**src/toc_dummy_guard.sv**
```systemverilog
`default_nettype none
`default_nettype wire

```
**src/toc_pkg.sv**
```systemverilog
`default_nettype none
package toc_pkg;
  // --------------------------------------------------------------------
  // register map
  // --------------------------------------------------------------------
  localparam logic [11:0] TOC_OFF_CTRL = 12'h0030;
  localparam logic [11:0] TOC_OFF_MODE_HI = 12'h0034;
  localparam logic [11:0] TOC_OFF_CMP_A = 12'h0038;
  localparam logic [11:0] TOC_OFF_CMP_B = 12'h003C;
  localparam logic [11:0] TOC_OFF_COUNT = 12'h0040;
  localparam logic [11:0] TOC_OFF_STATUS = 12'h0044;
  // --------------------------------------------------------------------
  // fields and reset values
  // --------------------------------------------------------------------
  localparam int TOC_ACT_A_LSB = 6;
  localparam int TOC_ACT_B_LSB = 4;
  localparam int TOC_MODE_LSB = 0;
  localparam logic [7:0] TOC_CTRL_WMASK = 8'hF3;
  localparam logic [7:0] TOC_CTRL_RST = 8'h00;
  localparam int TOC_MODE_HI_BIT = 3;
  localparam logic [7:0] TOC_MAX = 8'hFF;
  localparam logic [7:0] TOC_BOTTOM = 8'h00;
  localparam logic [1:0] TOC_ACT_OFF = 2'b00;
  localparam logic [1:0] TOC_ACT_TGL = 2'b01;
  localparam logic [1:0] TOC_ACT_CLR = 2'b10;
  localparam logic [1:0] TOC_ACT_SET = 2'b11;
  // --------------------------------------------------------------------
  // wave modes
  // --------------------------------------------------------------------
  localparam logic [2:0] TOC_MODE_NORMAL = 3'h0;
  localparam logic [2:0] TOC_MODE_PC_MAX = 3'h1;
  localparam logic [2:0] TOC_MODE_CTC = 3'h2;
  localparam logic [2:0] TOC_MODE_FAST_MAX = 3'h3;
  localparam logic [2:0] TOC_MODE_PC_CMP = 3'h5;
  localparam logic [2:0] TOC_MODE_FAST_CMP = 3'h7;
  // --------------------------------------------------------------------
  // carriers
  // --------------------------------------------------------------------
  typedef struct packed {
    logic data;
    logic dir;
  } toc_port_t;
  typedef struct packed {
    logic out;
    logic oe_n;
  } toc_pin_t;
  typedef struct packed {
    logic [7:0] ctrl;
    logic mode_hi;
    logic [7:0] cmp_a;
    logic [7:0] cmp_b;
    logic [7:0] cnt;
    logic down;
    logic block;
    logic [1:0] wave;
    logic [31:0] prdata;
  } toc_state_t;
endpackage : toc_pkg
`default_nettype wire

```
**src/toc_top.sv**
```systemverilog
// The APB slave port was chosen for this implementation.
`default_nettype none
module toc_top #(
  parameter int CNT_W = 8
) (
  // clock and reset
  input wire logic pclk,
  input wire logic presetn,
  // apb slave
  input wire logic psel,
  input wire logic penable,
  input wire logic pwrite,
  input wire logic [11:0] paddr,
  input wire logic [31:0] pwdata,
  output logic [31:0] prdata,
  output logic pready,
  output logic pslverr,
  // timer tick, a clock enable
  input wire logic timer_tick,
  // port pin logic
  input wire toc_pkg::toc_port_t port_a,
  input wire toc_pkg::toc_port_t port_b,
  output toc_pkg::toc_pin_t pin_a,
  output toc_pkg::toc_pin_t pin_b
);
  // --------------------------------------------------------------------
  // elaboration check
  // --------------------------------------------------------------------
  if (CNT_W != 8) begin : g_bad_width
    $error("toc_top supports only an 8-bit counter");
  end

  toc_pkg::toc_state_t st_ff;
  toc_pkg::toc_state_t nxt_st;

  // --------------------------------------------------------------------
  // channel action
  // --------------------------------------------------------------------
  function automatic logic toc_next(input logic cur, input logic [1:0] act, input logic is_a,
                                    input logic hi, input logic pc, input logic fast, input logic match,
                                    input logic wrap, input logic at_top, input logic cmp_top,
                                    input logic down);
    logic r;
    r = cur;
    if (act == toc_pkg::TOC_ACT_OFF) begin
      r = cur;
    end else if (!pc && !fast) begin
      if (match) begin
        case (act)
          toc_pkg::TOC_ACT_TGL: r = ~cur;
          toc_pkg::TOC_ACT_CLR: r = 1'b0;
          default: r = 1'b1;
        endcase
      end
    end else if (act == toc_pkg::TOC_ACT_TGL) begin
      if (is_a && hi && match) begin
        r = ~cur;
      end
    end else if (fast) begin
      if (match && !cmp_top) begin
        r = act[0];
      end
      if (wrap) begin
        r = ~act[0];
      end
    end else begin
      if (cmp_top) begin
        if (at_top) begin
          r = ~act[0];
        end
      end else if (match) begin
        r = down ? ~act[0] : act[0];
      end
    end
    return r;
  endfunction : toc_next

  // --------------------------------------------------------------------
  // mode decode
  // --------------------------------------------------------------------
  logic [2:0] mode;
  logic pc;
  logic fast;
  logic [7:0] top;
  logic at_top;
  logic wrap;
  logic tick;
  logic [1:0] act [2];
  logic [7:0] cmp [2];
  logic [1:0] mtch;
  logic [1:0] cmp_top;
  logic wr_acc;
  logic rd_setup;
  logic conn_a;

  always_comb begin
    mode = {st_ff.mode_hi, st_ff.ctrl[toc_pkg::TOC_MODE_LSB +: 2]};
    pc = (mode == toc_pkg::TOC_MODE_PC_MAX) || (mode == toc_pkg::TOC_MODE_PC_CMP);
    fast = (mode == toc_pkg::TOC_MODE_FAST_MAX) || (mode == toc_pkg::TOC_MODE_FAST_CMP);
    if (mode == toc_pkg::TOC_MODE_CTC || mode == toc_pkg::TOC_MODE_PC_CMP
        || mode == toc_pkg::TOC_MODE_FAST_CMP) begin
      top = st_ff.cmp_a;
    end else begin
      top = toc_pkg::TOC_MAX;
    end
    tick = timer_tick;
    at_top = tick && (st_ff.cnt == top);
    wrap = at_top && fast;
    act[0] = st_ff.ctrl[toc_pkg::TOC_ACT_A_LSB +: 2];
    act[1] = st_ff.ctrl[toc_pkg::TOC_ACT_B_LSB +: 2];
    conn_a = (act[0] != toc_pkg::TOC_ACT_OFF)
             && !((pc || fast) && act[0] == toc_pkg::TOC_ACT_TGL && !st_ff.mode_hi);
    cmp[0] = st_ff.cmp_a;
    cmp[1] = st_ff.cmp_b;
    for (int i = 0; i < 2; i++) begin
      mtch[i] = tick && !st_ff.block && (st_ff.cnt == cmp[i]);
      cmp_top[i] = (cmp[i] == top) && act[i][1];
    end
    wr_acc = psel && penable && pwrite;
    rd_setup = psel && !penable && !pwrite;
  end

  // --------------------------------------------------------------------
  // next state
  // --------------------------------------------------------------------
  always_comb begin
    nxt_st = st_ff;
    // counter
    if (tick) begin
      nxt_st.block = 1'b0;
      if (pc) begin
        if (!st_ff.down) begin
          if (st_ff.cnt == top && top != toc_pkg::TOC_BOTTOM) begin
            nxt_st.down = 1'b1;
            nxt_st.cnt = st_ff.cnt - 8'h01;
          end else begin
            nxt_st.cnt = st_ff.cnt + 8'h01;
          end
        end else begin
          if (st_ff.cnt == toc_pkg::TOC_BOTTOM) begin
            nxt_st.down = 1'b0;
            nxt_st.cnt = (top == toc_pkg::TOC_BOTTOM) ? toc_pkg::TOC_BOTTOM : 8'h01;
          end else begin
            nxt_st.cnt = st_ff.cnt - 8'h01;
          end
        end
      end else begin
        nxt_st.down = 1'b0;
        nxt_st.cnt = (st_ff.cnt == top) ? toc_pkg::TOC_BOTTOM : st_ff.cnt + 8'h01;
      end
    end
    // outputs
    for (int i = 0; i < 2; i++) begin
      nxt_st.wave[i] = toc_next(st_ff.wave[i], act[i], (i == 0), st_ff.mode_hi, pc, fast, mtch[i],
                                wrap, at_top, cmp_top[i], st_ff.down);
    end
    // register writes
    if (wr_acc) begin
      if (paddr == toc_pkg::TOC_OFF_CTRL) begin
        nxt_st.ctrl = pwdata[7:0] & toc_pkg::TOC_CTRL_WMASK;
      end else if (paddr == toc_pkg::TOC_OFF_MODE_HI) begin
        nxt_st.mode_hi = pwdata[toc_pkg::TOC_MODE_HI_BIT];
      end else if (paddr == toc_pkg::TOC_OFF_CMP_A) begin
        nxt_st.cmp_a = pwdata[7:0];
      end else if (paddr == toc_pkg::TOC_OFF_CMP_B) begin
        nxt_st.cmp_b = pwdata[7:0];
      end else if (paddr == toc_pkg::TOC_OFF_COUNT) begin
        nxt_st.cnt = pwdata[7:0];
        nxt_st.block = 1'b1;
      end
    end
    // read data, captured in the setup cycle
    if (rd_setup) begin
      if (paddr == toc_pkg::TOC_OFF_CTRL) begin
        nxt_st.prdata = {24'h00_0000, st_ff.ctrl & toc_pkg::TOC_CTRL_WMASK};
      end else if (paddr == toc_pkg::TOC_OFF_MODE_HI) begin
        nxt_st.prdata = {28'h000_0000, st_ff.mode_hi, 3'h0};
      end else if (paddr == toc_pkg::TOC_OFF_CMP_A) begin
        nxt_st.prdata = {24'h00_0000, st_ff.cmp_a};
      end else if (paddr == toc_pkg::TOC_OFF_CMP_B) begin
        nxt_st.prdata = {24'h00_0000, st_ff.cmp_b};
      end else if (paddr == toc_pkg::TOC_OFF_COUNT) begin
        nxt_st.prdata = {24'h00_0000, st_ff.cnt};
      end else if (paddr == toc_pkg::TOC_OFF_STATUS) begin
        nxt_st.prdata = {28'h000_0000, st_ff.block, st_ff.down, st_ff.wave[1], st_ff.wave[0]};
      end else begin
        nxt_st.prdata = 32'h0000_0000;
      end
    end
  end

  always_ff @(posedge pclk or negedge presetn) begin
    if (!presetn) begin
      st_ff <= '0;
    end else begin
      st_ff <= nxt_st;
    end
  end

  // --------------------------------------------------------------------
  // bus answer and pins
  // --------------------------------------------------------------------
  always_comb begin
    prdata = st_ff.prdata;
    pready = 1'b1;
    if (paddr == toc_pkg::TOC_OFF_CTRL || paddr == toc_pkg::TOC_OFF_MODE_HI
        || paddr == toc_pkg::TOC_OFF_CMP_A || paddr == toc_pkg::TOC_OFF_CMP_B
        || paddr == toc_pkg::TOC_OFF_COUNT || paddr == toc_pkg::TOC_OFF_STATUS) begin
      pslverr = 1'b0;
    end else begin
      pslverr = psel && penable;
    end
    pin_a.out = conn_a ? st_ff.wave[0] : port_a.data;
    pin_a.oe_n = ~port_a.dir;
    pin_b.out = (act[1] != toc_pkg::TOC_ACT_OFF) ? st_ff.wave[1] : port_b.data;
    pin_b.oe_n = ~port_b.dir;
  end
endmodule : toc_top
`default_nettype wire

```
**config.mk**
```make
export PLATFORM = sky130hd
export DESIGN_NAME = toc_top
export DESIGN_NICKNAME = d
export VERILOG_FILES = /design/src/toc_dummy_guard.sv /design/src/toc_pkg.sv /design/src/toc_top.sv
export SDC_FILE = /design/constraint.sdc
export NUM_CORES = 1
export LEC_CHECK = 0
export BUFFER_PORTS_ARGS = -buffer_cell sky130_fd_sc_hd__buf_2
export CAP_MARGIN = 10
export CORE_MARGIN = 1.5
export CORE_UTILIZATION = 46
export CTS_CLUSTER_SIZE = 14
export DETAILED_ROUTE_END_ITERATION = 8
export PLACE_DENSITY_LB_ADDON = 0.15
export SETUP_SLACK_MARGIN = 0.5
export SYNTH_ARGS = -nofsm -noshare
export SYNTH_HDL_FRONTEND = slang
export SYNTH_SLANG_ARGS = --single-unit
```
**constraint.sdc**
```tcl
create_clock -name pclk -period 3.5 [get_ports pclk]
set_clock_uncertainty 0.05 [all_clocks]
set_input_delay 0.875 -clock pclk [delete_from_list [all_inputs] [get_ports pclk]]
set_output_delay 0.875 -clock pclk [all_outputs]
set_load 0.03 [all_outputs]
```
==> qor.txt <==
SYNTH
---------------------------------------------------------------------------------
Main flop type after synthesis                                            dfrtp_1
Share of the synthesized area in the top cell type                          29.5%
Post-synthesis sequential area ratio                                        29.5%
Number of enable-type register cells in the synthesized netlist                 0
Cell types with the largest area share after synthesis               dfrtp_1, mux2_2, buf_4
Synth cell types                                                               72
Summed instance area of the synthesized netlist                       0.00365 mm²
Cell taking the most area after synthesis                                 dfrtp_1
FFs w/ async S/R, synth                                                      100%
Mean instance size in the synthesized netlist                            8.48 µm²
Cell with the most instances after synthesis                              dfrtp_1
Top cell types by occurrence after synthesis                         dfrtp_1, nand2_1, buf_4
Number of storage elements in the synthesis netlist                            43
Count of mapped cells out of synthesis                                        430
Warnings from Yosys                                                             0

MIN PATH
---------------------------------------------------------------------------------
Number of stages on the worst hold path                                         2
Destination of the worst hold path                                      prdata[0]
Hold path startpoint                                                    prdata[0]
Min-delay worst type                                                      reg2reg

CLOCK NETWORK
---------------------------------------------------------------------------------
H-tree lvl count                                                                2
CTS tree                                                                      yes
Clock slew seen by the registers of the worst setup and hold paths        0.08 ns
TritonCTS buffer count                                                          5
Buffers from clock root to sink, at most                                        2
Clock sinks                                                                    43
Cell at the root of the clock tree                                       clkbuf_8
# Post-CTS Setup Buffers                                                        0
Total of cells resized after clock tree synthesis                               0
Post-CTS Hold Fix Bufs                                                          0
Clock insertion delay at the later pin of the skew report                 0.30 ns

RUN
---------------------------------------------------------------------------------
Count of max-cap constraint violations                                          0

STA
---------------------------------------------------------------------------------
Total negative slack for setup checks                                        0 ns
Count of final hold-check violations                                            0
Max-slew violation count                                                        0
Fmax achieved                                                           0.348 GHz
Slew at the pin closest to its max-slew limit                            0.980 ns
Final Cycle Share                                                           82.1%
Final number of setup-violating endpoints                                       0
Worst path setup slack after routing                                     0.626 ns
Max transition margin                                                       34.7%
Post-layout min period                                                    2.87 ns
Worst hold slack across all endpoints                                    0.427 ns
Unrepaired setup endpoints after global routing                                no

SETUP PATH
---------------------------------------------------------------------------------
Arrival time at the worst endpoint                                        1.95 ns
Critical path peak fanout                                                       3
Critical Path Most Common Cell                                              buf_2
Cell type group with the largest total delay on the critical path    simple AND/OR/NAND/NOR gates
Reg2Reg Launch Point                                                    st_ff[36]
Combined buffer and inverter count along the critical path                      2
Crit path required time                                                   2.57 ns
Endpoint of the worst register-to-register path                         st_ff[38]
CP cell instances                                                    buf_2 -> nor4_1 -> nand2_1 -> nor4_4 -> nor3_1 -> buf_2
Delay contributed by the slowest stage of the critical path               0.27 ns
Kind of capture point of the worst setup path                          output pin
Kind of start point of the critical path                                input pin
Kind of critical path                                                      in2out
Slack of the worst reg-to-reg path                                        0.70 ns
Reg2reg path depth                                                             10
Critical-path top delay cell                                               nor4_1

FLOORPLAN
---------------------------------------------------------------------------------
Initial cell density of the core                                            47.4%
# IOs                                                                          92
Core Region                                                           0.00769 mm²
Rows                                                                           32
Width of the die                                                          92.0 µm
Floorplan die height                                                      92.0 µm
Die area                                                              0.00847 mm²

ROUTING
---------------------------------------------------------------------------------
Via count of the routed design                                               3362
Wire length per cell                                                      18.6 µm
DRC violation count after routing                                               0
Antenna Violating Nets Remaining                                                0
Total iterations of the first detailed-routing run                              8
DRT Wirelength                                                           10200 µm
Via count normalized by instance count                                       6.12
Iteration-0 DRC Markers                                                       460

CELLS AND AREA
---------------------------------------------------------------------------------
Area delta synth->final                                                     3.84%
Antenna diode count                                                             0
Post-route core utilization                                                 49.3%
Share of post-route cells with drive strength above 1                       22.6%
Number of standard cells in the layout, taps in and fillers out               549
Final design instance area without fill                               0.00379 mm²
Fill cell total of the finished layout                                        780
Final-stage net count                                                         502

GRT
---------------------------------------------------------------------------------
Global-route wire length before repair                                   16200 µm
GRT overflow                                                                    0
Via count of the first global-routing pass                                   2959
Largest net degree at the start of global routing                              44
Antenna violations before repair                                                0
Total track usage                                                           24.3%

POWER
---------------------------------------------------------------------------------
Clock share of power                                                        23.1%
Reported leakage power                                                    1.63 nW
Switching power of the nets                                              0.523 mW
Pwr dens                                                               358 mW/mm²
Part of the total power dissipated in combinational logic                   31.1%
Total power draw                                                          1.35 mW
Internal Power                                                           0.831 mW
Flop pwr share                                                              45.8%
Maximum resistive drop on vdd                                            0.180 mV
Share of total power consumed by net switching                              38.6%

PLACE
---------------------------------------------------------------------------------
Count of buffers inserted at the top-level ports                               42
GP Congestion                                                               0.933
Placed standard-cell area                                             0.00369 mm²
Placed wire-length estimate after detailed placement                      7410 µm
Total instance count after detailed placement                                 541
Post-Place Setup Slack                                                   0.534 ns

RUN STATUS
---------------------------------------------------------------------------------
Run status                                                           finished clean

layer usage:
metal / track usage, % / part of all wire, % / vias to the layer above
met5: 0 / 0 / -
met4: 5.90 / 1.9 / 0
met3: 4.15 / 9.3 / 24
met2: 37.7 / 44 / 213
met1: 34.9 / 44 / 1579
li1: - / - / 1546
kinds of logic after synthesis:
| logic type | after synthesis | synth area share (%) |
|---|---|---|
| compound gates | 119 | 23.1 |
| xor+xnor | 18 | 4.32 |
| fa+ha+maj | 2 | 0.686 |
| buf+inv | 81 | 14.2 |
| flops | 43 | 29.5 |
| mux | 25 | 7.65 |
| other cells | 2 | 0.206 |
| simple gates | 140 | 20.3 |
worst min-delay path: stages (launching register included):
cell     delay (ns)
dfrtp_1        0.34
nand2_1        0.04
o21ai_0        0.05
power groups by stage:
stage	Clock [mW]	Combinational (mW)	Sequential, mW
after floorplan	0	0.393	0.563
after global placement	0	0.406	0.628
after detailed placement	0	0.413	0.628
after CTS	0.324	0.414	0.618
after global routing	0.345	0.463	0.629
final	0.313	0.421	0.620
layout make-up:
type                            instances  area, µm²  share of cell area (%)
Multi-Input combinational cell        329       2160                    56.9
Tap cell                              102        128                    3.37
Clock inverter                          1       5.00                   0.132
Timing Repair Buffer                   53        293                    7.73
Clock buffer                            7       76.3                    2.02
Sequential cell                        43       1080                    28.4
Inverter                               14       52.6                    1.39
cell usage in the layout, fill, tap and decap left out, types with 4 or more instances in the layout:
master / n
and3_1: 5
o31ai_1: 7
mux2_2: 23
a31oi_1: 8
a2111oi_0: 4
nand2b_1: 4
inv_1: 12
nor3_1: 15
a222oi_1: 5
dfrtp_1: 43
nand3_1: 13
xnor2_1: 4
clkbuf_8: 5
xor2_1: 14
a22oi_1: 6
o21ai_1: 4
a21oi_1: 13
nand2_1: 42
o21ai_0: 28
buf_4: 11
nor2_1: 24
a221oi_1: 7
buf_2: 42
conb_1: 25
nor4_1: 4
a211oi_1: 8
nor2b_1: 5
how the worst max path moves through the flow:
stage | from | end | slack [ns] | cells after the start
2_1_floorplan | paddr[9] | pslverr | 0.58 | 5
3_3_place_gp | paddr[9] | act[3] | 0.62 | 7
3_5_place_dp | paddr[9] | st_ff[41] | 0.53 | 9
4_1_cts | paddr[9] | pslverr | 0.62 | 6
5_1_grt | paddr[9] | pslverr | 0.51 | 6
6_report | paddr[9] | pslverr | 0.63 | 6
flip-flops by register name, indices dropped and copies added, names as in the netlist:
signal and cells:
act 4, cmp 16, mode 3, prdata 8
st_ff 12
No activity file was read; power rests on OpenSTA's default activity.
